File: src/logic/ecbm_pkg.sv
// Package: constants and carrier types of the external control bus master
package ecbm_pkg;

  // Clock and timing
  localparam int CLK_PERIOD_NS   = 20;
  localparam int RST_HOLD_NS     = 320;
  localparam int RST_HOLD_CYC    = (RST_HOLD_NS + CLK_PERIOD_NS - 1) / CLK_PERIOD_NS;
  localparam int RST_CNT_W       = 5;

  // Bus geometry
  localparam int AD_W            = 32;
  localparam int SPACE_MSB       = 31;
  localparam int SPACE_LSB       = 28;
  localparam logic [3:0] EXT_SPACE = 4'h8;
  localparam logic [AD_W-1:0] AD_IDLE = 32'h0000_0000;

  // Transceiver direction codes
  localparam logic DIR_SOURCE    = 1'b0;
  localparam logic DIR_RECEIVE   = 1'b1;

  // Sideband inputs, in synchroniser bit order
  localparam int SB_W            = 4;
  localparam int SB_WAIT         = 0;
  localparam int SB_IRQ          = 1;
  localparam int SB_DMA_A        = 2;
  localparam int SB_DMA_B        = 3;
  localparam logic [SB_W-1:0] SB_RESET = 4'h3;

  // Transfer phases, Gray coded along the path
  typedef enum logic [1:0] {
    ECBM_IDLE  = 2'b00,
    ECBM_ADDR  = 2'b01,
    ECBM_DATA  = 2'b11,
    ECBM_CHECK = 2'b10
  } ecbm_state_e;

  // Internal control bus request, held until answered
  typedef struct packed {
    logic            valid;
    logic            rnw;
    logic [AD_W-1:0] addr;
    logic [AD_W-1:0] wdata;
  } ecbm_req_s;

  // Internal control bus answer
  typedef struct packed {
    logic            ack;
    logic            err;
    logic [AD_W-1:0] rdata;
  } ecbm_rsp_s;

endpackage

File: src/logic/ecbm_master.sv
// External control bus master: muxed address/data transfers, sideband routing
// Function
// - Address and data share one 32-bit two-way bus, address phase then data phase.
// - Bus clock out runs at half the internal clock; far end uses its edge.
// - Transceiver direction is 0 while sourcing, 1 while receiving.
// - Read/write output tells the far end the kind of transfer.
// - Request rises when an internal access hits the external address space.
// - Request drops two bus cycles after the data phase unless wait is held.
// - Returning read data is captured and presented on the internal bus.
// - A dedicated reset output resets elements on the external bus.
// - The far interrupt input is routed to the processor interrupt logic.
// - Two independent DMA request inputs, channels A and B, active high.
`timescale 1ns/1ps
module ecbm_master (
  // Clock and reset
  input  logic                           clk,
  input  logic                           rst,
  // Internal control bus
  input  ecbm_pkg::ecbm_req_s            cb_req,
  output ecbm_pkg::ecbm_rsp_s            cb_rsp,
  // Routed sideband requests
  output logic                           ext_irq,
  output logic                           dma_req_a_int,
  output logic                           dma_req_b_int,
  // External control bus pins
  input  logic [ecbm_pkg::AD_W-1:0]      ctl_bus_addr_data_in,
  output logic [ecbm_pkg::AD_W-1:0]      ctl_bus_addr_data_out,
  output logic                           ctl_bus_addr_data_oe_n,
  output logic                           ctl_bus_clock_out,
  output logic                           ctl_bus_xcvr_dir,
  output logic                           ctl_bus_read_not_write,
  output logic                           ctl_bus_xfer_request,
  output logic                           ctl_bus_reset_n,
  input  logic                           ctl_bus_wait_n,
  input  logic                           ctl_bus_irq_n,
  input  logic                           ext_dma_req_a,
  input  logic                           ext_dma_req_b
);

  ecbm_pkg::ecbm_state_e state;
  ecbm_pkg::ecbm_state_e next_state;
  logic [ecbm_pkg::AD_W-1:0]      ad_s;
  logic [ecbm_pkg::SB_W-1:0]      sb_s;
  logic [ecbm_pkg::AD_W-1:0]      cur_wdata;
  logic                           cur_rnw;
  logic                           check_seen;
  logic [ecbm_pkg::RST_CNT_W-1:0] rst_cnt;

  // Pin inputs cross into the clk domain through three flops and a filter flop
  ecbm_sync #(.W(ecbm_pkg::AD_W), .RESET_VAL(ecbm_pkg::AD_IDLE)) u_ad_sync (
    .clk      (clk),
    .rst      (rst),
    .async_in (ctl_bus_addr_data_in),
    .sync_out (ad_s)
  );

  ecbm_sync #(.W(ecbm_pkg::SB_W), .RESET_VAL(ecbm_pkg::SB_RESET)) u_sb_sync (
    .clk      (clk),
    .rst      (rst),
    .async_in ({ext_dma_req_b, ext_dma_req_a, ctl_bus_irq_n, ctl_bus_wait_n}),
    .sync_out (sb_s)
  );

  // Decoding
  wire tick     = ~ctl_bus_clock_out;
  wire space_hit = cb_req.addr[ecbm_pkg::SPACE_MSB:ecbm_pkg::SPACE_LSB] == ecbm_pkg::EXT_SPACE;
  wire busy_ack = cb_rsp.ack;
  // Only an idle master may start; valid stays high until the answer
  wire idle     = state == ecbm_pkg::ECBM_IDLE;
  wire start    = tick && idle && cb_req.valid && !busy_ack && space_hit && ctl_bus_reset_n;
  wire miss     = cb_req.valid && !busy_ack && !space_hit && state == ecbm_pkg::ECBM_IDLE;
  wire waiting  = !sb_s[ecbm_pkg::SB_WAIT];
  // Far end answers just after the data phase edge; four flops need a second check cycle
  wire next_check_seen = state == ecbm_pkg::ECBM_CHECK && (check_seen || tick);
  wire finish   = tick && state == ecbm_pkg::ECBM_CHECK && check_seen && !waiting;

  // Next transfer phase; each step waits for a bus clock rising edge
  always_comb
  begin
    next_state = state;
    unique case (state)
      ecbm_pkg::ECBM_IDLE:  if (start) next_state = ecbm_pkg::ECBM_ADDR;
      ecbm_pkg::ECBM_ADDR:  if (tick) next_state = ecbm_pkg::ECBM_DATA;
      ecbm_pkg::ECBM_DATA:  if (tick) next_state = ecbm_pkg::ECBM_CHECK;
      ecbm_pkg::ECBM_CHECK: if (finish) next_state = ecbm_pkg::ECBM_IDLE;
    endcase
  end

  // Pin values for the coming bus cycle
  wire enter_data = tick && state == ecbm_pkg::ECBM_ADDR;
  wire next_oe_n  = start ? 1'b0
                  : enter_data ? cur_rnw
                  : finish ? 1'b1 : ctl_bus_addr_data_oe_n;
  wire [ecbm_pkg::AD_W-1:0] next_ad = start ? cb_req.addr
                  : enter_data ? (cur_rnw ? ecbm_pkg::AD_IDLE : cur_wdata)
                  : ctl_bus_addr_data_out;
  wire next_req   = start ? 1'b1 : finish ? 1'b0 : ctl_bus_xfer_request;
  // Direction follows the drivers: receive whenever the bus is released
  wire next_dir   = next_oe_n ? ecbm_pkg::DIR_RECEIVE : ecbm_pkg::DIR_SOURCE;
  wire next_rst_n = rst_cnt == ecbm_pkg::RST_CNT_W'(ecbm_pkg::RST_HOLD_CYC);

  always_ff @(posedge clk or posedge rst)
  begin
    if (rst)
      ctl_bus_clock_out <= 1'b0;
    else
      ctl_bus_clock_out <= ~ctl_bus_clock_out;
  end

  always_ff @(posedge clk or posedge rst)
  begin
    if (rst)
    begin
      state                  <= ecbm_pkg::ECBM_IDLE;
      check_seen             <= 1'b0;
      cur_rnw                <= 1'b1;
      cur_wdata              <= ecbm_pkg::AD_IDLE;
      ctl_bus_read_not_write <= 1'b1;
    end
    else
    begin
      state      <= next_state;
      check_seen <= next_check_seen;
      if (start)
      begin
        cur_rnw                <= cb_req.rnw;
        cur_wdata              <= cb_req.wdata;
        ctl_bus_read_not_write <= cb_req.rnw;
      end
    end
  end

  always_ff @(posedge clk or posedge rst)
  begin
    if (rst)
    begin
      ctl_bus_addr_data_out  <= ecbm_pkg::AD_IDLE;
      ctl_bus_addr_data_oe_n <= 1'b1;
      ctl_bus_xcvr_dir       <= ecbm_pkg::DIR_RECEIVE;
      ctl_bus_xfer_request   <= 1'b0;
    end
    else
    begin
      ctl_bus_addr_data_out  <= next_ad;
      ctl_bus_addr_data_oe_n <= next_oe_n;
      ctl_bus_xcvr_dir       <= next_dir;
      ctl_bus_xfer_request   <= next_req;
    end
  end

  // Answer; misses on the external space answer at once with an error
  always_ff @(posedge clk or posedge rst)
  begin
    if (rst)
      cb_rsp <= '0;
    else
    begin
      cb_rsp.ack <= finish || miss;
      cb_rsp.err <= miss;
      if (finish && cur_rnw)
        cb_rsp.rdata <= ad_s;
    end
  end

  // Far-end reset held low for a fixed time after our own reset
  always_ff @(posedge clk or posedge rst)
  begin
    if (rst)
    begin
      rst_cnt         <= '0;
      ctl_bus_reset_n <= 1'b0;
    end
    else
    begin
      if (!next_rst_n)
        rst_cnt <= rst_cnt + 1'b1;
      ctl_bus_reset_n <= next_rst_n;
    end
  end

  always_ff @(posedge clk or posedge rst)
  begin
    if (rst)
    begin
      ext_irq       <= 1'b0;
      dma_req_a_int <= 1'b0;
      dma_req_b_int <= 1'b0;
    end
    else
    begin
      ext_irq       <= !sb_s[ecbm_pkg::SB_IRQ];
      dma_req_a_int <= sb_s[ecbm_pkg::SB_DMA_A];
      dma_req_b_int <= sb_s[ecbm_pkg::SB_DMA_B];
    end
  end
endmodule

File: src/logic/ecbm_sync.sv
// Three-stage input synchroniser with agreement filter
`timescale 1ns/1ps
module ecbm_sync #(
  parameter int          W          = 1,
  parameter logic [W-1:0] RESET_VAL = '0
) (
  // Clock and reset
  input  logic         clk,
  input  logic         rst,
  // Asynchronous input and filtered result
  input  logic [W-1:0] async_in,
  output logic [W-1:0] sync_out
);

  logic [W-1:0] stage1;
  logic [W-1:0] stage2;
  logic [W-1:0] stage3;
  wire  [W-1:0] agree = ~(stage2 ^ stage3);
  wire  [W-1:0] next_sync_out = (agree & stage3) | (~agree & sync_out);

  // Stage one feeds stage two only, to keep metastability contained
  always_ff @(posedge clk or posedge rst)
  begin
    if (rst)
    begin
      stage1   <= RESET_VAL;
      stage2   <= RESET_VAL;
      stage3   <= RESET_VAL;
      sync_out <= RESET_VAL;
    end
    else
    begin
      stage1   <= async_in;
      stage2   <= stage1;
      stage3   <= stage2;
      sync_out <= next_sync_out;
    end
  end

endmodule

File: config.mk
export PLATFORM = sky130hd
export DESIGN_NAME = ecbm_master
export DESIGN_NICKNAME = d
export VERILOG_FILES = /design/src/logic/ecbm_pkg.sv /design/src/logic/ecbm_master.sv /design/src/logic/ecbm_sync.sv
export SDC_FILE = /design/constraint.sdc
export NUM_CORES = 1
export LEC_CHECK = 0
export BUFFER_PORTS_ARGS = -buffer_cell sky130_fd_sc_hd__buf_2
export CAP_MARGIN = 10
export CORE_UTILIZATION = 35
export CTS_CLUSTER_DIAMETER = 80
export DETAILED_ROUTE_END_ITERATION = 7
export HOLD_SLACK_MARGIN = 0.15
export PLACE_DENSITY = 0.63
export SLEW_MARGIN = 20
export SYNTH_ARGS = -nofsm -noshare
export SYNTH_HDL_FRONTEND = slang
export SYNTH_SLANG_ARGS = --single-unit
export TNS_END_PERCENT = 20
File: constraint.sdc
create_clock -name clk -period 14.9 [get_ports clk]
set_input_delay 2.98 -clock clk [delete_from_list [all_inputs] [get_ports clk]]
set_output_delay 2.98 -clock clk [all_outputs]
set_load 0.02 [all_outputs]
=== Word-level counts from Yosys, hierarchy flattened ===
Index checks and enable logic that the tools add are counted.
Widths: inputs -> output; s select.

* Memories: 0
* Word-level logic and storage cells: 85
* Latch bits: 0
* Bits of input ports: 104
* Output and inout bits: 75
* Register bits: 259
* RAM bits: 0
* Memory bits (read-only): 0

* Magnitude comparators: 0
* Shift-type cells: 0
* Divide/modulo/power cells: 0
* Reductions and logical operators: 23
* Muxes and demuxes: 14
* Eq/ne operators: 9
* Add/subtract/negate cells: 1
* Multipliers: 0
* Bitwise logic cells: 13

{| class="wikitable"
|+ Operators by type and width
! cell !! count
|-
| $mux 32 || 3
|-
| $and 32x32->32 || 2
|-
| $not 32->32 || 2
|-
| $or 32x32->32 || 1
|-
| $xor 32x32->32 || 1
|-
| $logic_and 1x1->1 || 14
|-
| $and 4x4->4 || 2
|-
| $mux 2 || 4
|-
| $not 4->4 || 2
|-
| $pmux 2 s4 || 1
|-
| $mux 1 || 6
|-
| $ne 2x2->1 const B || 3
|-
| $add 5x1->5 const B || 1
|-
| $eq 5x5->1 const B || 1
|-
| $eq 2x2->1 const B || 2
|-
| $eq 4x4->1 const B || 1
|-
| $or 4x4->4 || 1
|-
| $reduce_and 4->1 || 1
|-
| $reduce_bool 2->1 || 2
|-
| $xor 4x4->4 || 1
|-
| $logic_not 1->1 || 3
|-
| $eq 2x1->1 const B || 1
|-
| $logic_not 2->1 || 1
|-
| $logic_or 1x1->1 || 2
|-
| 2 further kinds || 2
|}

=== Longest topological paths before layout ===
Gate-level depths: netlist of run 1.

* Depth after elaboration: 8
* Depth in mapped cells: 8
* Gate-level depth less buffers: 4

=== Cells and area by module ===
A second synthesis of run 1 with hierarchy kept.

* Cells, all modules: 486
* Area total of the unflattened synthesis: 8,555.7 um^2

{| class="wikitable"
|+ By module, submodules not included
! module !! cells each !! area an instance (um^2) !! instances
|-
| ecbm_master || 304 || 4,529.3 || 1
|-
| ecbm_sync at u_ad_sync || 161 || 3,567.2 || 1
|-
| ecbm_sync at u_sb_sync || 21 || 459.2 || 1
|}

=== Worst setup path before layout of run 1 ===
No wires, ideal clock.

* Path type: input-to-reg
* From: in cb_req[60] (netlist bit)
* To: reg ctl_bus_addr_data_out[28] (netlist bit)
* Buffers on the path: 2
* Stages on the path: 6
* Arrival time: 4.097 ns
* Setup slack: 10.678 ns
* Cells stage by stage: nor4b_4 > and4_1 > buf_4 > buf_4 > nor3b_1 > mux2_2

* Cells in the longest elaborated chain, start to end: 4

{| class="wikitable"
|+ RTL lines
! element !! line !! source
|-
| start, declared || ecbm_master.sv:19 || <nowiki>input ecbm_pkg::ecbm_req_s cb_req,</nowiki>
|-
| $eq 4x4->1 || ecbm_master.sv:66 || <nowiki>wire space_hit = cb_req.addr[ecbm_pkg::SPACE_MSB:ecbm_pkg::SPACE_LSB] == ecbm_pkg::EXT_SPACE;</nowiki>
|-
| $logic_and 1x1->1 (2 in series) || ecbm_master.sv:70 || <nowiki>wire start = tick && idle && cb_req.valid && !busy_ack && space_hit && ctl_bus_reset_n;</nowiki>
|-
| $mux 32 or $reduce_bool 2->1 (tied branches) || - ||
|-
| end signal, assigned || ecbm_master.sv:137 || <nowiki>ctl_bus_addr_data_out <= ecbm_pkg::AD_IDLE;</nowiki>
|-
| end signal, assigned || ecbm_master.sv:144 || <nowiki>ctl_bus_addr_data_out <= next_ad;</nowiki>
|-
| end, declared || ecbm_master.sv:27 || <nowiki>output logic [ecbm_pkg::AD_W-1:0] ctl_bus_addr_data_out,</nowiki>
|}

Several ways; a longest one is shown, not always the timed one.
A chain may end at the register's enable or synchronous reset.

==> metrics.csv, run 1 <==
metric;value;unit
gr-total-overflow;0;
period_share;0.2930;
peakVddDrop;0.07430;mV
setup_viol;0;
clkPwrFrac;0.405;
synth_largest_area_cell;dfrtp_1;
netlist_top_cells_count;248 x dfrtp_1, 101 x nand2_1, 36 x maj3_1;
p_seq_frac;0.493;
synthArstFlopShare;1.000;
multiInputGateArea;1906;um2
fp.dieW;157.9;um
drive_above_1_share;0.3651;
io_buffers;178;
slowest_delay;650;ps
min_from;u_ad_sync.stage1[25];
path_cells;buf_2;
boundaryPins;179;
vias_per_cell;4.416;
timing_hold_violations_final;0;
grt_pass1_vias;4902;
root_buffer;clkbuf_16;
synth_seq_cells;258;
drt_iter0_drc;258;
p_int;0.001258;W
critPathTopFamily;flip-flops;
yosysWarnings;0;
synth.distinct_cells;33;
fin_crit;4366;ps
grt_start_max_net_pins;101;
fin_util;0.4512;
rsz0062_at_grt;no;
grt_pass1_wl;25920;um
worstSkewPairLatency;520;ps
cts_tree;built;
die_h;157.9;um
wl_met3;1286;um
reg2reg_from;state[1];
p_per_area;156.0;nW/um2
postCtsSetupBuffers;0;
crit_path_end_kind;output pin;
synthCells;554;
r2r_cells;5;
p_sw_frac;0.2457;
fill_cells;2191;
met1Wirelength;7252;um
yosysMostFrequentCell;dfrtp_1;
avgRoutedWirePerCell;14.84;um
synthesis.area;8512;um2
postCtsHoldBufs;0;
highest_layer;met5;
ys.flop_type;dfrtp_1;
min_to;u_ad_sync.stage2[25];
track_usage;0.1327;
p_comb_frac;0.102;
dp_hpwl;10340;um
avgSynthCellArea;15.36;um2
cp.depth;1;
synth_enable_flop_cells;0;
slew_viol_final;0;
p_leak;5.580;nW
yosysSeqAreaShare;0.7600;
drt-pass1-iter-count;4;
clock.fmax;0.2290;GHz
synth_nets;660;
routed_wl;16130;um
final.setup.tns;0;ps
status;complete, no violations;
antenna_found_initial;3;
antenna_left;0;
via_count;4800;
synth.area.top_cells;dfrtp_1 73%, mux2_2 4.6%, nand2_1 4.5%, maj3_1 4.2%, dfstp_2 3.1%;
clkSlewWorstSetupHoldPaths;60;ps
finClkSkew;5.860;ps
power_switching;0.0004097;W
dieArea;24950;um2
holdWs;344.2;ps
area_delta_synth_final;25.53;%
cp.arrival;1390;ps
nNetsFinal;852;
relSlewSlack;0.4032;
start_util;0.3594;
crit_fanout;8;
cts_resized;0;
clkSinkCount;258;
cp.buffers_inverters;1;
crit_required;11920;ps
wl_met2;7303;um
drc;0;
numCtsBuffers;27;
cts_buffer_depth;3;
r2r-end;ctl_bus_addr_data_out[29];
seqCellArea;6469;um2
synth_top_area_share;0.7291;
max-cap-violations;0;
critPathKind;reg2out;
num_rows;56;
tightest_slew;892.0;ps
gp_congestion;0.7165;
cp-start-kind;register;
core-area;23680;um2
cts_max_level;1;
worst_path_max_delay_cell;dfstp_2;
r2r_slack;12650;ps
hold_depth;0;
hold_class;reg2reg;
-- routing by layer --
metal | GRT usage | vias to the layer above
met2 | 0.2064 | 137
met3 | 0.04298 | 25
met4 | 0.03709 | 4
li1 | - | 2266
met1 | 0.1776 | 2368
met5 | 0 | -
-- power by group through the flow --
| stage | Combinational, W | Sequential, W | Clock [W] |
|---|---|---|---|
| after floorplan | 0.0000668 | 0.000866 | 0 |
| after global placement | 0.000170 | 0.000833 | 0 |
| after detailed placement | 0.000173 | 0.000834 | 0 |
| after CTS | 0.000174 | 0.000823 | 0.000698 |
| after global routing | 0.000189 | 0.000832 | 0.000732 |
| final | 0.000170 | 0.000822 | 0.000676 |
-- final cells by class --
type	instances	area share
Inverter	7	0.003162
Sequential cell	258	0.6054
Tap cell	319	0.03735
Antenna cell	1	0.0002342
Clock buffer	38	0.07178
Clock inverter	12	0.01323
Multi-Input combinational cell	267	0.1783
Timing Repair Buffer	185	0.09052
-- layout by cell type, fill, tap and decap left out, types with 3 or more instances in the layout --
master / Yosys / layout
a21o_1: 30 / 30
a22o_1: 28 / 28
buf_2: 14 / 178
buf_4: 4 / 5
bufinv_16: 0 / 3
clkbuf_1: 4 / 6
clkbuf_16: 0 / 27
clkbuf_8: 0 / 5
clkinv_2: 0 / 7
dfrtp_1: 248 / 248
dfstp_2: 10 / 10
inv_1: 7 / 6
maj3_1: 36 / 36
mux2_2: 35 / 35
nand2_1: 101 / 100
nor2_1: 3 / 3
nor3b_1: 4 / 4
o21ai_0: 4 / 4
xnor2_1: 4 / 4
-- how the worst max path moves through the flow --
stage	from	endpoint
2_1_floorplan	rst	async pin
3_3_place_gp	cb_req[60]	ctl_bus_addr_data_out[29]
3_5_place_dp	cb_req[60]	ctl_bus_addr_data_out[29]
4_1_cts	cur_rnw	ctl_bus_read_not_write
5_1_grt	cb_req[60]	ctl_bus_addr_data_out[30]
6_report	cur_rnw	ctl_bus_read_not_write
-- metrics by stage --
step	std cells	setup slack [ps]	instance area, um2	total power, W
after floorplan	554	4838	8512	0.0009330
after global placement	1035	9991	9743	0.001002
after detailed placement	1035	9947	9743	0.001007
after CTS	1085	10500	10650	0.001694
after global routing	1086	10430	10680	0.001752
final	1087	10530	10690	0.001667
-- logic make-up after synthesis --
family	count (synthesis)	share of synthesized area
simple gates	122	0.06497
fa+ha+maj	38	0.04527
compound gates	67	0.06145
xor+xnor	4	0.004115
flops	258	0.7600
mux	36	0.04763
buf+inv	29	0.01661
(Power assumes the default switching activity.)
==> run 2, diff against run 1 <==
ABC_AREA = 1   (was not set)
clock period = 4.48 ns   (was 14.9 ns; I/O delays follow)
==> metrics.csv, run 2 <==
metric;value;unit;change
antenna_found_initial;1;;-2
startpoint;cur_rnw;;
yosysSeqAreaShare;0.7425;;-0.01746
r2r-end;ctl_bus_addr_data_out[31];;
yosysWarnings;0;;unchanged
reg2reg_from;state[1];;
clkSinkCount;258;;unchanged
post-place-cells;1180;;+14%
crit_required;3580;ps;-8340 ps
drt_iter0_drc;400;;+55%
r2r_cells;7;;+2
setup_viol;0;;unchanged
crit_path_end_kind;output pin;;
path_cells;buf_2;;
avgSynthCellArea;12.29;um2;-20%
tightest_slew;908.5;ps;+16.47 ps
ys.flop_type;dfrtp_1;;
nNetsFinal;991;;+16%
yosysMostFrequentCell;dfrtp_1;;
netlist_top_cells_count;248 x dfrtp_1, 206 x nand2_1, 95 x nand3_1;;
peakVddDrop;0.3412;mV;+360%
synth.area.top_cells;dfrtp_1 71%, nand2_1 8.9%, nand3_1 5.5%, maj3_1 4.1%, dfstp_2 3.0%;;
rsz0062_at_grt;no;;
layout.cells.most_common;dfrtp_1;;
start_util;0.3572;;-0.002228
cp.buffers_inverters;1;;unchanged
dp_hpwl;10770;um;+4.2%
cts_max_level;1;;unchanged
synth.distinct_cells;25;;-24%
drive_above_1_share;0.2718;;-0.09324
synthArstFlopShare;1.000;;unchanged
critPathKind;reg2out;;
slowest_delay;1110;ps;+460 ps
p_per_area;559.0;nW/um2;+260%
num_rows;57;;+1.8%
timing_hold_violations_final;0;;unchanged
max-cap-violations;0;;unchanged
crit_fanout;36;;+28
dieArea;25530;um2;+2.3%
layout_common_cells;248 x dfrtp_1, 206 x nand2_1, 178 x buf_2;;
placed_area;9888;um2;+1.5%
synth_nets;815;;+23%
io_buffers;178;;unchanged
cp-start-kind;register;;
stdcell_count;1229;;+13%
drc;0;;unchanged
hold_class;in2async;;
routed_wl;17600;um;+9.1%
fin_crit;2826;ps;
finClkSkew;9.179;ps;+3.319 ps
grt_pass1_wl;29530;um;+14%
cp.depth;1;;unchanged
slew_viol_final;0;;unchanged
boundaryPins;179;;unchanged
period_share;0.6309;;
setup_ws;1654;ps;-8880 ps
core-area;24390;um2;+3.0%
clock.fmax;0.3538;GHz;
worstSkewPairLatency;520;ps;about the same
gr-total-overflow;0;;unchanged
die_h;159.8;um;+1.2%
pre_cts_ws;1161;ps;-8786 ps
vias_per_cell;4.535;;+2.7%
avgRoutedWirePerCell;14.32;um;-3.5%
postCtsSetupBuffers;0;;unchanged
grt_pass1_vias;5620;;+15%
cts_buffer_depth;3;;unchanged
drt-pass1-iter-count;6;;+2
relSlewSlack;0.3929;;-0.01031
clkSlewWorstSetupHoldPaths;60;ps;about the same
n_antenna_cell;0;;-1
synthCells;709;;+28%
track_usage;0.1427;;+0.009986
final.setup.tns;0;ps;unchanged
crit_end;ctl_bus_read_not_write;;
gp_congestion;0.7494;;+4.6%
synth_enable_flop_cells;0;;unchanged
antenna_left;0;;unchanged
cp.arrival;1930;ps;+540 ps
worst_path_max_delay_cell;dfstp_2;;
numCtsBuffers;27;;unchanged
status;complete, no violations;;
p_leak;5.486;nW;-1.7%
power;0.006033;W;+260%
grt_start_max_net_pins;145;;+44%
synth_seq_cells;258;;unchanged
synthesis.area;8712;um2;+2.4%
fill_cells;2328;;+6.3%
synth_largest_area_cell;dfrtp_1;;
r2r_slack;2050;ps;-10600 ps
cts_resized;0;;unchanged
synth_top_area_share;0.7123;;-0.01675
area_delta_synth_final;23.90;%;
via_count;5574;;+16%
postCtsHoldBufs;0;;unchanged
root_buffer;clkbuf_16;;
fp.dieW;159.8;um;+1.2%
cts_tree;built;;
critPathTopFamily;flip-flops;;
stdcell_area;10790;um2;+1.0%
## run 2: cell count changes after synthesis, moves of 7 or more
cell	before	now
nand2_1	101	206
inv_1	7	14
a22o_1	28	0
nand3_1	2	95
nand4_1	1	32
a21o_1	30	0
mux2_2	35	0
## run 2: layout make-up
type | count | area (um2) | share of cell area
Inverter | 18 | 72.57 | 0.006723
Sequential cell | 258 | 6469 | 0.5993
Timing Repair Buffer | 184 | 960.9 | 0.08902
Clock inverter | 7 | 92.59 | 0.008578
Clock buffer | 42 | 812.0 | 0.07523
Tap cell | 324 | 405.4 | 0.03756
Multi-Input combinational cell | 396 | 1982 | 0.1836
## run 2: kinds of logic after synthesis
kind of cell               synth area share
and+or+nand+nor                      0.1752
xor gates and xnor gates           0.003016
adders and majority gates           0.04423
AOI/OAI and AO/OA                  0.004165
DFF                                  0.7425
buffers and inverters               0.03088
## run 2: report_power, final
group / switching (W) / internal, W
clock network: 0.000870 / 0.00136
logic: 0.000593 / 0.000317
registers: 0.000212 / 0.00268
## run 2: stage by stage
stage            util  hold WS, ps
2_1_floorplan       -        331.2
3_3_place_gp   0.4054        332.2
3_5_place_dp   0.4054        334.7
4_1_cts        0.4425        242.6
5_1_grt        0.4425        249.8
6_report       0.4425        272.5
## run 2: routing by layer
metal	GRT usage	vias up	routed length [um]
met5	0	-	8
met4	0.04156	2	371
met3	0.03377	27	1006
met2	0.2197	161	7892
met1	0.2012	2701	8322
li1	-	2683	-
## run 2: how the worst min path moves through the flow
| stage | start | to | depth (start not counted) |
|---|---|---|---|
| 2_1_floorplan | u_ad_sync.stage1[0] | u_ad_sync.stage2[0] | 0 |
| 3_3_place_gp | u_ad_sync.stage1[8] | u_ad_sync.stage2[8] | 0 |
| 3_5_place_dp | u_ad_sync.stage1[17] | u_ad_sync.stage2[17] | 0 |
| 4_1_cts | rst | u_sb_sync.stage1[3] | 2 |
| 5_1_grt | rst | u_sb_sync.stage1[3] | 2 |
| 6_report | rst | u_sb_sync.stage1[3] | 2 |
==> run 3, diff against run 2 <==
clock period = 2.9 ns   (was 4.48 ns; I/O delays follow)
==> metrics.csv, run 3 (synthesis gave the netlist of run 2 again) <==
metric;value;unit;change
root_buffer;clkbuf_16;;
grt_pass1_vias;5712;;+1.6%
r2r_slack;760;ps;-1290 ps
avgRoutedWirePerCell;14.19;um;-0.96%
clkSlewWorstSetupHoldPaths;60;ps;about the same
vias_per_cell;4.502;;-0.74%
p_int;0.006897;W;+58%
gr-total-overflow;0;;unchanged
tightest_slew;1114;ps;+205.3 ps
relSlewSlack;0.2529;;-0.1400
grt_pass1_wl;30010;um;+1.6%
crit_path_end_kind;register;;
hold_class;in2reg;;
numCtsBuffers;28;;+3.7%
drt-pass1-iter-count;4;;-2
finClkSkew;7.793;ps;-1.386 ps
die_h;159.8;um;unchanged
fp.dieW;159.8;um;unchanged
crit_end;ctl_bus_addr_data_out[24];;
cts_buffer_depth;3;;unchanged
area_delta_synth_final;29.37;%;
rsz0062_at_grt;no;;
gp_congestion;0.7743;;+3.3%
cts_tree;built;;
cp.arrival;2540;ps;+610 ps
p_sw_frac;0.2790;;+0.001415
p_comb_frac;0.157;;+0.006
period_share;0.7363;;
power_switching;0.002669;W;+59%
p_per_area;848.7;nW/um2;+52%
start_util;0.3572;;unchanged
via_count;5713;;+2.5%
num_rows;57;;unchanged
dieArea;25530;um2;unchanged
power;0.009566;W;+59%
clkPwrFrac;0.379;;+0.010
fin_crit;2135;ps;
r2r-end;ctl_bus_addr_data_out[24];;
antenna_left;0;;unchanged
r2r_cells;3;;-4
drt_iter0_drc;299;;-25%
startpoint;cur_rnw;;
critPathKind;reg2reg;;
worstSkewPairLatency;530;ps;about the same
reg2reg_from;cur_rnw;;
slew_viol_final;0;;unchanged
layout.cells.most_common;dfrtp_1;;
layout_common_cells;248 x dfrtp_1, 206 x nand2_1, 178 x buf_2;;
peakVddDrop;0.4155;mV;+22%
nNetsFinal;1030;;+3.9%
crit_fanout;33;;-8.3%
final.setup.tns;0;ps;unchanged
drive_above_1_share;0.2741;;+0.002251
io_buffers;178;;unchanged
core-area;24390;um2;unchanged
setup_viol;0;;unchanged
antenna_found_initial;0;;-1
crit_required;3300;ps;-280 ps
n_antenna_cell;0;;unchanged
setup_ws;764.7;ps;-888.8 ps
grt_start_max_net_pins;78;;-46%
dp_hpwl;11310;um;+4.9%
cts_resized;0;;unchanged
fill_cells;2259;;-3.0%
routed_wl;18000;um;+2.3%
max-cap-violations;0;;unchanged
track_usage;0.1454;;+0.002780
pre_cts_ws;947.7;ps;-213.2 ps
p_leak;5.693;nW;+3.8%
cp-start-kind;register;;
cts_max_level;1;;unchanged
boundaryPins;179;;unchanged
status;complete, no violations;;
timing_hold_violations_final;0;;unchanged
clock.fmax;0.4683;GHz;
drc;0;;unchanged
p_seq_frac;0.464;;-0.016
clkSinkCount;258;;unchanged
holdWs;176.3;ps;-96.27 ps
fin_util;0.4621;;+0.01954
==> run 3: cell count changes in the layout (fill, tap and decap cells not counted), sizes merged <==
cell	delta
dlygate4sd3	+30
clkinvlp	+2
inv	-1
clkbuf	-4
clkinv	+4
buf	+8
bufinv	+1
==> run 3: layout make-up <==
type / instances / area [um2] / share of cell area
clock buffers: 38 / 808.3 / 0.07171
clock inverters: 13 / 163.9 / 0.01454
inverters: 18 / 71.32 / 0.006328
repair buffers: 222 / 1371 / 0.1217
multi-input cells: 396 / 1982 / 0.1758
well taps: 324 / 405.4 / 0.03597
flip-flops and latches: 258 / 6469 / 0.5739
==> run 3: per-stage QoR <==
stage / instances / cell area (um2)
after detailed placement: 1188 / 9998
after CTS: 1267 / 11250
after floorplan: 709 / 8716
after global routing: 1269 / 11270
after global placement: 1188 / 9998
final: 1269 / 11270
==> run 3: worst min-delay path by stage <==
stage                                   startpoint                    to  slack, ps  cells after the start
final                     ctl_bus_addr_data_in[25]  u_ad_sync.stage1[25]        180                      1
after global placement         u_ad_sync.stage1[6]   u_ad_sync.stage2[6]        330                      0
after detailed placement      u_ad_sync.stage1[14]  u_ad_sync.stage2[14]        330                      0
after global routing      ctl_bus_addr_data_in[29]  u_ad_sync.stage1[29]        150                      1
after CTS                 ctl_bus_addr_data_in[25]  u_ad_sync.stage1[25]        150                      1
after floorplan                u_ad_sync.stage1[0]   u_ad_sync.stage2[0]        330                      0
==> run 3: metal layers <==
layer	track usage	part of all wire
met1	0.2116	0.47
met2	0.2197	0.45
met3	0.02857	0.054
met4	0.04545	0.022
met5	0	0
==> run 3: power by group through the flow <==
stage	combinational, W	clock [W]	sequential [W]
6_report	0.00150	0.00363	0.00444
3_3_place_gp	0.00147	0	0.00448
5_1_grt	0.00166	0.00390	0.00451
2_1_floorplan	0.000528	0	0.00485
3_5_place_dp	0.00149	0	0.00450
4_1_cts	0.00153	0.00375	0.00444
==> run 3: critical path: stages (launching register included) <==
cell and delay (ps):
dfstp_2 580, clkinv_1 870, nand4_1 460, nand3_1 100
==> run 3: timing repair <==
item | CTS | global route
setup buffers | 0 | 0
hold buffers | 28 | 2
hold endpoints to repair | 28 | 2
